$ cat config.mk
export PLATFORM = sky130hd
export DESIGN_NAME = tla_alarm
export DESIGN_NICKNAME = d
export VERILOG_FILES = /design/src/shared/tla_pkg.sv /design/src/rtl/tla_alarm.sv /design/src/rtl/tla_fault_filter.sv
export SDC_FILE = /design/constraint.sdc
export NUM_CORES = 1
export LEC_CHECK = 0
export ABC_AREA = 1
export BUFFER_PORTS_ARGS = -buffer_cell sky130_fd_sc_hd__buf_4
export CORE_AREA = 2 2 197 199
export CTS_CLUSTER_DIAMETER = 40
export DETAILED_ROUTE_END_ITERATION = 16
export DIE_AREA = 0 0 199 201
export GPL_ROUTABILITY_DRIVEN = 0
export GPL_TIMING_DRIVEN = 0
export PLACE_DENSITY = 0.47
export SLEW_MARGIN = 0
export SYNTH_ARGS = -nofsm -noshare
export SYNTH_HDL_FRONTEND = slang
export SYNTH_SLANG_ARGS = --single-unit
$ cat constraint.sdc
create_clock -name ref_clk_i -period 3.35 [get_ports ref_clk_i]
set_input_delay 0.5025 -clock ref_clk_i [delete_from_list [all_inputs] [get_ports ref_clk_i]]
set_output_delay 0.5025 -clock ref_clk_i [all_outputs]
set_load 0.02 [all_outputs]
$ cat src/shared/tla_pkg.sv
// Constants, types and helpers shared by the temperature limit alarm logic
package tla_pkg;

    // ==========================================================
    // Register addresses (read and write ports differ for some)
    localparam logic [7:0] A_LVAL = 8'h00; // Local result
    localparam logic [7:0] A_RVALH = 8'h01; // Remote result, integer
    localparam logic [7:0] A_STAT = 8'h02; // alarm_status
    localparam logic [7:0] A_CFG_R = 8'h03; // Configuration, read
    localparam logic [7:0] A_LHI_R = 8'h05; // Local high limit, read
    localparam logic [7:0] A_LLO_R = 8'h06; // Local low limit, read
    localparam logic [7:0] A_RHI_R = 8'h07; // Remote high limit, read
    localparam logic [7:0] A_RLO_R = 8'h08; // Remote low limit, read
    localparam logic [7:0] A_CFG_W = 8'h09; // Configuration, write
    localparam logic [7:0] A_LHI_W = 8'h0B; // Local high limit, write
    localparam logic [7:0] A_LLO_W = 8'h0C; // Local low limit, write
    localparam logic [7:0] A_RHI_W = 8'h0D; // Remote high limit, write
    localparam logic [7:0] A_RLO_W = 8'h0E; // Remote low limit, write
    localparam logic [7:0] A_SHOT = 8'h0F; // single_shot_trigger
    localparam logic [7:0] A_RVALL = 8'h10; // Remote result, fraction
    localparam logic [7:0] A_OFFH = 8'h11; // remote_offset_high
    localparam logic [7:0] A_OFFL = 8'h12; // remote_offset_low
    localparam logic [7:0] A_RHIL = 8'h13; // Remote high limit, fraction
    localparam logic [7:0] A_RLOL = 8'h14; // Remote low limit, fraction
    localparam logic [7:0] A_RTH = 8'h19; // Remote overtemp limit
    localparam logic [7:0] A_LTH = 8'h20; // Local overtemp limit
    localparam logic [7:0] A_HYST = 8'h21; // comparator_hysteresis
    localparam logic [7:0] A_CFLT = 8'h22; // fault_count_filter

    // ==========================================================
    // Reset values
    localparam logic [7:0] RST_CFG = 8'h00;
    localparam logic [7:0] RST_HI = 8'h55;
    localparam logic [7:0] RST_LO = 8'h00;
    localparam logic [7:0] RST_TH = 8'h55;
    localparam logic [7:0] RST_HYST = 8'h0A;
    localparam logic [7:0] RST_CFLT = 8'h01;
    localparam logic [7:0] RST_OFF = 8'h00;

    // ==========================================================
    // Field positions
    localparam int CFG_MASK = 7; // Interrupt output disable
    localparam int CFG_STBY = 6; // Standby
    localparam int CFG_PIN6 = 5; // 1: second comparator on pin 6
    localparam int CFG_RANGE = 2; // Extended measurement range
    localparam int CFLT_TMO = 7; // Bus timeout enable
    localparam int CFLT_LSB = 1; // Fault count code, bits 3:1
    localparam int ST_BUSY = 7; // Converter busy in status

    // ==========================================================
    // Timing
    localparam int TMO_MS = 25; // Bus inactivity timeout, ms
    localparam int CLK_HZ = 40_000_000; // Reference clock
    localparam int TMO_CYC = TMO_MS * (CLK_HZ / 1000);

    // ==========================================================
    // Types
    typedef enum logic [1:0] {
        TLA_IDLE = 2'b01, // Waiting
        TLA_SHOT = 2'b10 // One conversion requested
    } tla_shot_e;

    // Required run length from the fault count code (1..4)
    function automatic logic [2:0] tla_need(input logic [2:0] code);
        return 3'(code[0]) + 3'(code[1]) + 3'(code[2]) + 3'h1;
    endfunction

endpackage

$ cat src/rtl/tla_alarm.sv
// Limit checking, status flags, alarm latch and comparator outputs
//
// Behaviour
// - High is >, low is <=, sets flag
// - Over-temperature sets bit 1/0, drives comparator low
// - Second comparator follows only the high limits
// - One hysteresis for both, default ten degrees
// - Comparator releases at limit minus hysteresis
// - Comparator flags clear themselves at limit minus hysteresis
// - Limits kept unchanged when range switches
// - Status bit 7 shows converter busy
// - Status bits 6..2: LH, LL, RH, RL, open
// - With pin 6 as interrupt, any flag 6..2 sets latch, interrupt low
// - Flags sticky; status read clears if gone
// - Latch clears on address read when clean
// - Offset is 10-bit signed, high plus two
// - Offset added to remote, zero at reset
// - One-shot write in standby starts one conversion
// - Fault count code gives one to four
// - Fault count defaults to one, bit 7 timeout
// - Enabled bus timeout after 25 ms idle
// - Config bit 5 selects pin 6 function
// - Config bit 7 masks interrupt output only
`timescale 1ns/10ps
module tla_alarm #(
    parameter int unsigned TMO_CYCLES = tla_pkg::TMO_CYC
) (
    // Clock and reset
    input wire logic ref_clk_i,
    input wire logic rst_n_i,
    // Register port from the serial engine
    input wire logic [7:0] reg_addr_i,
    input wire logic [7:0] reg_wdata_i,
    input wire logic reg_wr_i,
    input wire logic reg_rd_i,
    output logic [7:0] reg_rdata_o,
    input wire logic addr_read_i,
    // Serial engine activity for the timeout
    input wire logic bus_busy_i,
    input wire logic bus_act_i,
    output logic bus_timeout_o,
    // Converter results
    input wire logic res_vld_i,
    input wire logic [7:0] local_temp_i,
    input wire logic [9:0] remote_meas_i,
    input wire logic remote_open_i,
    input wire logic busy_i,
    // Converter control
    output logic standby_o,
    output logic range_ext_o,
    output logic oneshot_start_o,
    // Alarm pins
    output logic overtemp_cmp_n_o,
    output logic limit_irq_n_o,
    output logic second_overtemp_n_o
);
    import tla_pkg::*;

    // ==========================================================
    // State
    typedef struct packed {
        logic [7:0] cfg; // Configuration
        logic [7:0] lhi; // Local high limit
        logic [7:0] llo; // Local low limit
        logic [7:0] rhi; // Remote high limit, integer
        logic [7:0] rlo; // Remote low limit, integer
        logic [1:0] rhil; // Remote high limit, fraction
        logic [1:0] rlol; // Remote low limit, fraction
        logic [7:0] lth; // Local overtemp limit
        logic [7:0] rth; // Remote overtemp limit
        logic [7:0] hyst; // Shared hysteresis
        logic [7:0] cflt; // Fault count and timeout enable
        logic [7:0] offh; // Offset high byte
        logic [1:0] offl; // Offset low byte, upper two bits
        logic [7:0] lval; // Last local result
        logic [9:0] rval; // Last corrected remote result
        logic [4:0] flags; // Sticky status bits 6..2
        logic [4:0] cond; // Raw out-of-limit of last result
        logic [1:0] th; // Overtemp comparators, remote/local
        logic [1:0] t2; // High-limit comparators, remote/local
        logic latch; // Interrupt latch
        logic [7:0] rdata; // Read data
        tla_shot_e shot; // One-shot state
        logic start; // One-shot start pulse
        logic [19:0] tmo; // Bus inactivity count
        logic tmo_p; // Timeout pulse
    } tla_st_s;

    tla_st_s st_ff;
    tla_st_s nxt_st;

    // Hysteresis comparator in quarter degrees, so remote fractions count
    function automatic logic tla_hyst(input logic cur,
                                      input logic [9:0] t,
                                      input logic [7:0] lim,
                                      input logic [7:0] hy);
        logic signed [11:0] rel;
        rel = $signed({2'h0, lim, 2'h0}) - $signed({2'h0, hy, 2'h0});
        if (t > {lim, 2'h0}) begin
            return 1'b1;
        end
        if ($signed({2'h0, t}) <= rel) begin
            return 1'b0;
        end
        return cur;
    endfunction

    // ==========================================================
    // Remote offset correction, clamped to the result range
    logic [9:0] off; // Offset, 8.2 two's complement
    logic signed [11:0] rsum; // Raw sum
    logic [9:0] rcorr; // Corrected remote result
    assign off = {st_ff.offh, st_ff.offl};
    assign rsum = $signed({2'h0, remote_meas_i}) +
                  $signed({{2{off[9]}}, off});
    // Clamp rather than wrap so a big offset cannot fake an alarm
    assign rcorr = (rsum < 0) ? 10'h000 :
                   (rsum > 12'sh3FF) ? 10'h3FF : rsum[9:0];

    // ==========================================================
    // Limit checks and consecutive-fault filters
    logic [4:0] cond; // Out-of-limit conditions, bit order as flags
    logic [4:0] trip; // Filtered conditions
    logic [2:0] need; // Required run length
    assign cond[4] = local_temp_i > st_ff.lhi;
    assign cond[3] = local_temp_i <= st_ff.llo;
    assign cond[2] = rcorr > {st_ff.rhi, st_ff.rhil};
    assign cond[1] = rcorr <= {st_ff.rlo, st_ff.rlol};
    assign cond[0] = remote_open_i;
    assign need = tla_need(st_ff.cflt[CFLT_LSB +: 3]);

    // One filter per check so runs are tracked independently
    for (genvar i = 0; i < 5; i++) begin : g_flt
        tla_fault_filter u_flt (
            .ref_clk_i(ref_clk_i),
            .rst_n_i(rst_n_i),
            .meas_vld_i(res_vld_i),
            .out_lim_i(cond[i]),
            .need_i(need),
            .trip_o(trip[i])
        );
    end

    // Mode decode
    logic pin6_cmp; // Pin 6 is the second comparator
    logic stat_rd; // Status register read
    assign pin6_cmp = st_ff.cfg[CFG_PIN6];
    assign stat_rd = reg_rd_i && (reg_addr_i == A_STAT);

    // ==========================================================
    // Next state
    always_comb begin
        nxt_st = st_ff;
        nxt_st.start = 1'b0;
        nxt_st.tmo_p = 1'b0;
        // Register writes; limits are stored as written, never
        // rescaled when the range bit changes
        if (reg_wr_i) begin
            case (reg_addr_i)
                A_CFG_W: nxt_st.cfg = reg_wdata_i;
                A_LHI_W: nxt_st.lhi = reg_wdata_i;
                A_LLO_W: nxt_st.llo = reg_wdata_i;
                A_RHI_W: nxt_st.rhi = reg_wdata_i;
                A_RLO_W: nxt_st.rlo = reg_wdata_i;
                A_RHIL: nxt_st.rhil = reg_wdata_i[7:6];
                A_RLOL: nxt_st.rlol = reg_wdata_i[7:6];
                A_OFFH: nxt_st.offh = reg_wdata_i;
                A_OFFL: nxt_st.offl = reg_wdata_i[7:6];
                A_RTH: nxt_st.rth = reg_wdata_i;
                A_LTH: nxt_st.lth = reg_wdata_i;
                A_HYST: nxt_st.hyst = reg_wdata_i;
                A_CFLT: nxt_st.cflt = reg_wdata_i;
                // One-shot data is dropped; others unmapped
                default: nxt_st.cfg = st_ff.cfg;
            endcase
        end
        // Read data, unmapped addresses read zero
        if (reg_rd_i) begin
            case (reg_addr_i)
                A_LVAL: nxt_st.rdata = st_ff.lval;
                A_RVALH: nxt_st.rdata = st_ff.rval[9:2];
                A_RVALL: nxt_st.rdata = {st_ff.rval[1:0], 6'h00};
                A_STAT: nxt_st.rdata = {busy_i, st_ff.flags,
                                        st_ff.th};
                A_CFG_R: nxt_st.rdata = st_ff.cfg;
                A_LHI_R: nxt_st.rdata = st_ff.lhi;
                A_LLO_R: nxt_st.rdata = st_ff.llo;
                A_RHI_R: nxt_st.rdata = st_ff.rhi;
                A_RLO_R: nxt_st.rdata = st_ff.rlo;
                A_RHIL: nxt_st.rdata = {st_ff.rhil, 6'h00};
                A_RLOL: nxt_st.rdata = {st_ff.rlol, 6'h00};
                A_OFFH: nxt_st.rdata = st_ff.offh;
                A_OFFL: nxt_st.rdata = {st_ff.offl, 6'h00};
                A_RTH: nxt_st.rdata = st_ff.rth;
                A_LTH: nxt_st.rdata = st_ff.lth;
                A_HYST: nxt_st.rdata = st_ff.hyst;
                A_CFLT: nxt_st.rdata = st_ff.cflt;
                default: nxt_st.rdata = 8'h00;
            endcase
        end
        // New results update values and comparators
        if (res_vld_i) begin
            nxt_st.lval = local_temp_i;
            nxt_st.rval = rcorr;
            nxt_st.cond = cond;
            nxt_st.th[0] = tla_hyst(st_ff.th[0], {local_temp_i, 2'h0},
                                    st_ff.lth, st_ff.hyst);
            nxt_st.th[1] = tla_hyst(st_ff.th[1], rcorr,
                                    st_ff.rth, st_ff.hyst);
            nxt_st.t2[0] = tla_hyst(st_ff.t2[0], {local_temp_i, 2'h0},
                                    st_ff.lhi, st_ff.hyst);
            nxt_st.t2[1] = tla_hyst(st_ff.t2[1], rcorr,
                                    st_ff.rhi, st_ff.hyst);
        end
        // Sticky flags: read clears only gone conditions, set wins
        nxt_st.flags = (st_ff.flags &
                        ~({5{stat_rd}} & ~st_ff.cond)) | trip;
        // Latch ignores status reads; address read clears when clean
        if (addr_read_i && (st_ff.flags == 5'h00) &&
            (st_ff.cond == 5'h00)) begin
            nxt_st.latch = 1'b0;
        end
        if (!pin6_cmp && (st_ff.flags != 5'h00)) begin
            nxt_st.latch = 1'b1;
        end
        // One-shot sequencer
        case (st_ff.shot)
            TLA_IDLE: begin
                if (reg_wr_i && (reg_addr_i == A_SHOT) &&
                    st_ff.cfg[CFG_STBY]) begin
                    nxt_st.start = 1'b1;
                    nxt_st.shot = TLA_SHOT;
                end
            end
            TLA_SHOT: begin
                // Back to standby after the result arrives
                if (res_vld_i) begin
                    nxt_st.shot = TLA_IDLE;
                end
            end
            default: nxt_st.shot = TLA_IDLE;
        endcase
        // Bus inactivity timer, only inside a transaction
        if (st_ff.cflt[CFLT_TMO] && bus_busy_i && !bus_act_i) begin
            if (st_ff.tmo == 20'(TMO_CYCLES - 1)) begin
                nxt_st.tmo = 20'h00000;
                nxt_st.tmo_p = 1'b1;
            end else begin
                nxt_st.tmo = st_ff.tmo + 20'h00001;
            end
        end else begin
            nxt_st.tmo = 20'h00000;
        end
    end

    // ==========================================================
    // Registers
    always_ff @(posedge ref_clk_i) begin
        if (!rst_n_i) begin
            st_ff <= '0;
            st_ff.cfg <= RST_CFG;
            st_ff.lhi <= RST_HI;
            st_ff.llo <= RST_LO;
            st_ff.rhi <= RST_HI;
            st_ff.rlo <= RST_LO;
            st_ff.lth <= RST_TH;
            st_ff.rth <= RST_TH;
            st_ff.hyst <= RST_HYST;
            st_ff.cflt <= RST_CFLT;
            st_ff.offh <= RST_OFF;
            st_ff.shot <= TLA_IDLE;
        end else begin
            st_ff <= nxt_st;
        end
    end

    // ==========================================================
    // Outputs
    assign reg_rdata_o = st_ff.rdata;
    assign bus_timeout_o = st_ff.tmo_p;
    assign standby_o = st_ff.cfg[CFG_STBY];
    assign range_ext_o = st_ff.cfg[CFG_RANGE];
    assign oneshot_start_o = st_ff.start;
    assign overtemp_cmp_n_o = ~|st_ff.th;
    // Only the function selected for pin 6 is ever pulled low
    assign second_overtemp_n_o = !(pin6_cmp && |st_ff.t2);
    assign limit_irq_n_o = !(!pin6_cmp && !st_ff.cfg[CFG_MASK] &&
                             st_ff.latch);
endmodule

$ cat src/rtl/tla_fault_filter.sv
// Consecutive out-of-limit run counter for one limit check
`timescale 1ns/10ps
module tla_fault_filter (
    // Clock and reset
    input wire logic ref_clk_i,
    input wire logic rst_n_i,
    // Measurement
    input wire logic meas_vld_i,
    input wire logic out_lim_i,
    input wire logic [2:0] need_i,
    // Result
    output logic trip_o
);
    import tla_pkg::*;

    // ==========================================================
    // State
    typedef struct packed {
        logic [2:0] cnt; // Unbroken out-of-limit run, saturates
    } tla_flt_s;

    tla_flt_s st_ff;
    tla_flt_s nxt_st;
    logic [2:0] run; // Run length including this measurement

    // Next state
    always_comb begin
        nxt_st = st_ff;
        run = (st_ff.cnt == 3'h4) ? 3'h4 : st_ff.cnt + 3'h1;
        if (meas_vld_i) begin
            // In-limit result breaks the run
            nxt_st.cnt = out_lim_i ? run : 3'h0;
        end
    end

    // Trip once the run reaches the programmed count
    assign trip_o = meas_vld_i && out_lim_i && (run >= need_i);

    // Registers
    always_ff @(posedge ref_clk_i) begin
        if (!rst_n_i) begin
            st_ff <= '0;
        end else begin
            st_ff <= nxt_st;
        end
    end

endmodule

Yosys cells after proc, flatten, opt, wreduce, memory -nomap -nowiden
Index checks and enable logic that the tools add are counted.
W data, S select, Z words.
Operators by class
  muxes and demuxes: 55
  bitwise logic cells: 7
  reduce and logical (&&, ||, !) cells: 59
  equal/unequal tests: 32
  $add $sub $neg: 14
  $lt $le $gt $ge: 19
Operators by type and width (number)
  $pmux W8 S17: 1
  $eq A8 B4 Y1 const B: 7
  $gt A10 B10 Y1: 5
  $eq A8 B5 Y1 const B: 6
  $le A11 B11 Y1: 4
  $sub A10 B10 Y11: 4
  $reduce_and A2 Y1: 20
  $mux W1: 39
  $mux W3: 11
  $eq A8 B3 Y1 const B: 3
  $eq A8 B6 Y1 const B: 3
  $logic_and A1 B1 Y1: 21
  $add A20 B1 Y20 const B: 1
  $eq A20 B20 Y1 const B: 1
  $mux W10: 2
  $add A3 B1 Y3 const B: 6
  $eq A8 B2 Y1 const B: 2
  $eq A3 B3 Y1 const B: 5
  $ge A3 B3 Y1: 5
  $add A11 B10 Y12: 1
  $gt A12 B11 Y1 const B: 1
  $lt A12 B1 Y1 const B: 1
  $and A5 B5 Y5: 2
  $le A10 B10 Y1: 1
  other kinds (20): 34
Storage, ports and cells
  register bits: 166
  word-level logic and storage cells: 218
  bits of input ports: 44
  output and inout port bits: 15

Longest topological paths before layout
  depth in word-level cells: 11
  mapped depth: 28
  mapped depth without buffers: 28

Cells and area by module
A second synthesis with hierarchy kept.
Second synthesis, totals
  cells, all modules: 1580
  area, all modules: 11473.5 um2
Modules (own cells, without submodules)
  tla_alarm: cells an instance 1390, instances 1, area an instance 10166.0 um2, sequential area each 3022.9 um2
  tla_fault_filter: cells an instance 38, instances 5, area an instance 261.5 um2, sequential area each 60.1 um2

Worst setup path after synthesis
Ideal clock, no wire load.
  path kind: input to register
  start point: input port remote_meas_i[0]
  end point: register g_flt[2].u_flt.st_ff[0] in the netlist's numbering
  path buffers: 0
  stages: 18
  path slack: 0.190 ns
  setup time: 0.130 ns
  arrival: 3.030 ns
  required time: 3.220 ns
  path through: ha_1 inv_1 fa_1 inv_1 nand3_1 nand3_2 nand2_2 nand2_4 inv_2 o21ai_0 inv_1 ha_1 a21oi_1 nor2_1 a211oi_1 o21ai_2 o21ai_4 o22ai_2
Between the ends
  word-level cells in the longest chain between the ends: 6
  elaborated cells between the ends (all ways): 7
  those cells by class: add/sub (1); order compare (3); mux (3)
Ends and longest elaborated chain
  from (decl): line tla_alarm.sv:45  | input wire logic [9:0] remote_meas_i,
  $add A11 B10 Y12 *: line tla_alarm.sv:114  | assign rsum = $signed({2'h0, remote_meas_i}) +
  $gt A12 B11 Y1: line tla_alarm.sv:118  | (rsum > 12'sh3FF) ? 10'h3FF : rsum[9:0];
  $mux W10: line tla_alarm.sv:118
  $mux W10 *: line tla_alarm.sv:117  | assign rcorr = (rsum < 0) ? 10'h000 :
  net rcorr[7]: line tla_alarm.sv:112  | logic [9:0] rcorr;
  $gt A10 B10 Y1 *: line tla_alarm.sv:127  | assign cond[2] = rcorr > {st_ff.rhi, st_ff.rhil};
  $mux W3 *: line tla_fault_filter.sv:32  | nxt_st.cnt = out_lim_i ? run : 3'h0;
  to (signal assigned): line tla_fault_filter.sv:44  | st_ff <= nxt_st;
  to (decl): line tla_fault_filter.sv:22  | tla_flt_s st_ff;
The timed path passes the listed nets; every way through them passes the cells marked *.
A chain may end at the register's enable or synchronous reset.

Worst setup path in the final report
  start point: register st_ff, in the netlist off[0]
  end point: register st_ff[44] in the netlist's numbering
Between the ends
  word-level cells in the longest chain between the ends: 8
  elaborated cells between the ends (all ways): 9
  those cells by class: add/sub (1); order compare (3); mux (2); bitwise (1); reduce/logical (2)
Ends and longest elaborated chain
  from (decl): line tla_alarm.sv:89  | tla_st_s st_ff;
  from (signal assigned): line tla_alarm.sv:273  | st_ff <= nxt_st;
  $add A11 B10 Y12 *: line tla_alarm.sv:114
  $gt A12 B11 Y1: line tla_alarm.sv:118
  $mux W10: line tla_alarm.sv:118
  $mux W10 *: line tla_alarm.sv:117
  net rcorr[7]: line tla_alarm.sv:112
  $gt A10 B10 Y1 *: line tla_alarm.sv:127
  $logic_and A1 B1 Y1 * (2 in a row): line tla_fault_filter.sv:37  | assign trip_o = meas_vld_i && out_lim_i && (run >= need_i);
  $or A5 B5 Y5 *: line tla_alarm.sv:217  | ~({5{stat_rd}} & ~st_ff.cond)) | trip;
Marked as above.

==> flow_metrics.tcl <==
set metrics [dict create \
    synth-simple-area-share_pct 19.7 \
    ys_ff_latch 166 \
    critPathKind "reg2reg" \
    maxCapViolations 0 \
    skew_ns 0.00898 \
    reg2reg_slack_ns 0.16 \
    power.density_mw_per_mm2 337 \
    finalNetCount 1799 \
    start_util_pct 29.6 \
    path_delay_family "adder cells" \
    wl_per_cell_um 18.6 \
    ir_drop_mv 0.269 \
    synth_top_family_by_area "compound AO/OA/AOI/OAI gates" \
    insertion_delay_ns 0.44 \
    die_h_um 201 \
    first_iter_violations 691 \
    synth-edff-count 0 \
    clk_transition_reported_paths_ns 0.07 \
    core_area_mm2 0.0381 \
    rr_endpoint "st_ff[44]" \
    syn_nets 1710 \
    finalNonFillerCells 2134 \
    yosys.area_share.adder_pct 17.2 \
    r2r_cells 19 \
    rows 72 \
    rsz0062_at_grt "true" \
    drc 0 \
    grt_pass1_vias 10200 \
    ys.flop_type "dfxtp_1" \
    tightestPinTransition_ns 0.987 \
    fin_hold_ws_ns 0.320 \
    grt-ovfl-total 0 \
    grt_max_degree 17 \
    ys_warn_count 0 \
    cp.required_ns 3.72 \
    track_usage_pct 20.2 \
    routed_via_density 4.97 \
    ant_nets 0 \
    min_path_cells 3 \
    ys_seq_area_share_pct 29.5 \
    die_area_mm2 0.0400 \
    p_leak_nw 5.68 \
    whs_endpoint "g_flt[0].u_flt.st_ff[1]" \
    slowest_delay_ns 0.36 \
    worstSetupStartpointType "flop" \
    crit_path_top_delay_cell "fa_2" \
    crit_chain "ha_2 -> inv_1 -> fa_2 -> inv_1 -> nand3_1 -> nand3_2 -> nand2_2 -> nand2_4 -> inv_4 -> o21ai_4 -> inv_2 -> ha_1 -> nand4_1 -> buf_4 -> buf_4 -> a21oi_2 -> o21ai_4 -> buf_12 -> o21ai_2" \
    fin_crit_ns 3.19 \
    hpwl_um 31100 \
    grt_antenna_before_repair 0 \
    routed_wl_um 39700 \
    hp-class "in2reg" \
    cts_made_buffers 17 \
    area_growth_pct 17.4 \
    hold_violations 0 \
    fp.dieW_um 199 \
    dpl.cell_count 2086 \
    min_from "remote_open_i" \
    numClockSinks 166 \
    h-tree-depth 4 \
    crit_arrival_ns 3.56 \
    netlist_area_mm2 0.0113 \
    path_max_fanout 6 \
    synth_mux_area_share_pct 0 \
    dr.pass1.iters 5 \
    synth_area_per_cell_um2 7.45 \
    synth_xor_area_share_pct 2.56 \
    cts_tree "built" \
    critPathBufInv 7 \
    status "finished clean" \
    fin_ws_ns 0.158 \
    synth_compound_area_share_pct 20.9 \
    max_freq_mhz 313 \
    min_period_over_period_pct 95.3 \
    async_flop_share_pct 0 \
    slew_headroom_pct 34.2 \
    grt_pass1_wl_um 60500 \
    cp-end-kind "flop" \
    design_area_mm2 0.0132 \
    drive_gt1_share_pct 13.9 \
    n_antenna_cell 0 \
    pre_cts_ws_ns -0.997 \
    portBuffers 54 \
    finalSetupViolations 0 \
    synth.distinct_cells 59 \
    placed_area_mm2 0.0123 \
    ioPinCount 59 \
    vias 10600 \
    clockBufferDepth 2 \
    synth_cells 1514 \
    cts-root-buf "clkbuf_16" \
    drv_slew 0 \
    r2r_start "off[0]" \
]
==> placed cells by master, fill, tap and decap left out, drive strengths merged, types with 2 or more instances in the layout <==
cell	count
a32o	4
ha	147
a22o	7
or2	3
o211ai	15
nand2	243
inv	251
clkbuf	43
o22ai	33
fa	5
o21ai	105
nor2	122
a31oi	4
nor3b	3
o21bai	8
clkinvlp	6
nor3	23
nand3	52
nor4	11
buf	86
xor2	21
o31ai	3
xnor2	12
a21oi	152
clkinv	11
o221ai	2
a221oi	13
a21o	5
a211oi	32
and3	4
nand4	17
dfxtp	166
==> worst max path at each step <==
stage                startpoint                       to  slack (ns)  cells after the start
2_1_floorplan  remote_meas_i[0]  g_flt[2].u_flt.st_ff[0]        0.19                     18
3_3_place_gp   remote_meas_i[0]  g_flt[2].u_flt.st_ff[0]       -0.98                     19
3_5_place_dp   remote_meas_i[0]  g_flt[2].u_flt.st_ff[0]        -1.0                     19
4_1_cts                  off[4]  g_flt[2].u_flt.st_ff[0]       0.001                     22
5_1_grt               st_ff[85]                st_ff[36]       -0.04                     19
6_report                 off[0]                st_ff[44]        0.16                     19
==> stage by stage <==
stage,total power [mW],setup TNS (ns),utilization (%)
6_report,4.46,0,34.8
5_1_grt,4.64,-0.0621,34.8
4_1_cts,4.48,0,34.1
3_5_place_dp,2.60,-10.25,32.4
3_3_place_gp,2.60,-10.01,32.4
2_1_floorplan,2.38,0,-
==> cell usage after synthesis, drive strengths merged (2+ instances only) <==
master  instances  area share (%)
buf            16            0.91
a21oi         152             7.0
fa              5            0.89
nor3b           3            0.20
nor4           11             1.1
o31ai           3            0.24
a221oi         13             1.0
a32o            4            0.35
inv           250             8.3
and3            4            0.22
xnor2          12            0.93
o211ai         15             1.0
a22o            7            0.54
nand2         243             8.6
clkinv          4            0.13
o221ai          2            0.16
ha            147              16
a211oi         32             2.1
nor3           23             1.5
xor2           21             1.6
nor2          122             4.3
a31oi           4            0.22
clkbuf         25            0.83
dfxtp         166              29
o21bai          8            0.53
nand4          17             1.1
a21o            5            0.33
or2             3            0.17
o21ai         105             4.9
nand3          52             2.5
o22ai          33             2.0
==> worst min-delay path, delay by kind of cell <==
kind | cells | cell delay [ns]
AOI/OAI and AO/OA | 1 | 0.06
buffers and inverters | 1 | 0.09
and+or+nand+nor | 1 | 0.07
==> sequential cells by signal, summed over array words and instances, names as in the netlist <==
signal / flops
pin6_cmp: 1
g_flt.u_flt.st_ff: 15
oneshot_start_o: 1
bus_timeout_o: 1
reg_rdata_o: 8
off: 10
range_ext_o: 1
standby_o: 1
st_ff: 128
==> report_power, final <==
group,leakage [nW],internal (mW),switching [mW]
registers,1.35,2.01,0.0263
clock network,0.254,0.956,0.913
logic,4.07,0.191,0.366
total,5.68,3.16,1.31
==> logic make-up (layout without fill, tap and decap cells) <==
logic type / after synthesis / after routing
AOI/OAI and AO/OA: 389 / 389
xor gates and xnor gates: 33 / 33
adders and majority gates: 152 / 152
buffers and inverters: 295 / 397
DFF: 166 / 166
and+or+nand+nor: 479 / 479
==> area by class of cell <==
type | instances | area [µm²]
well taps | 518 | 648
inverters | 254 | 968
fillers | 4158 | 24900
repair buffers | 70 | 538
flip-flops and latches | 166 | 3340
multi-input cells | 1053 | 7030
clock buffers | 18 | 429
plain buffers | 41 | 196
clock inverters | 14 | 105
==> metal layers <==
layer  wire length, µm  GRT usage, %  part of all wire, %  up-vias
li1                  -             -                    -     5326
met1             18800          27.7                   47     4985
met2             18300          33.2                   46      237
met3              1580          2.65                  4.0       48
met4               949          5.28                  2.4        0
met5                 0             0                    0        -
==> repair_timing <==
action	CTS	global route
setup endpoints to repair	12	13
hold endpoints to repair	0	0
pin swaps	5	10
hold buffers	0	0
gates resized for setup	30	34
setup buffers	5	11
Power figures use the tool's default switching activity.
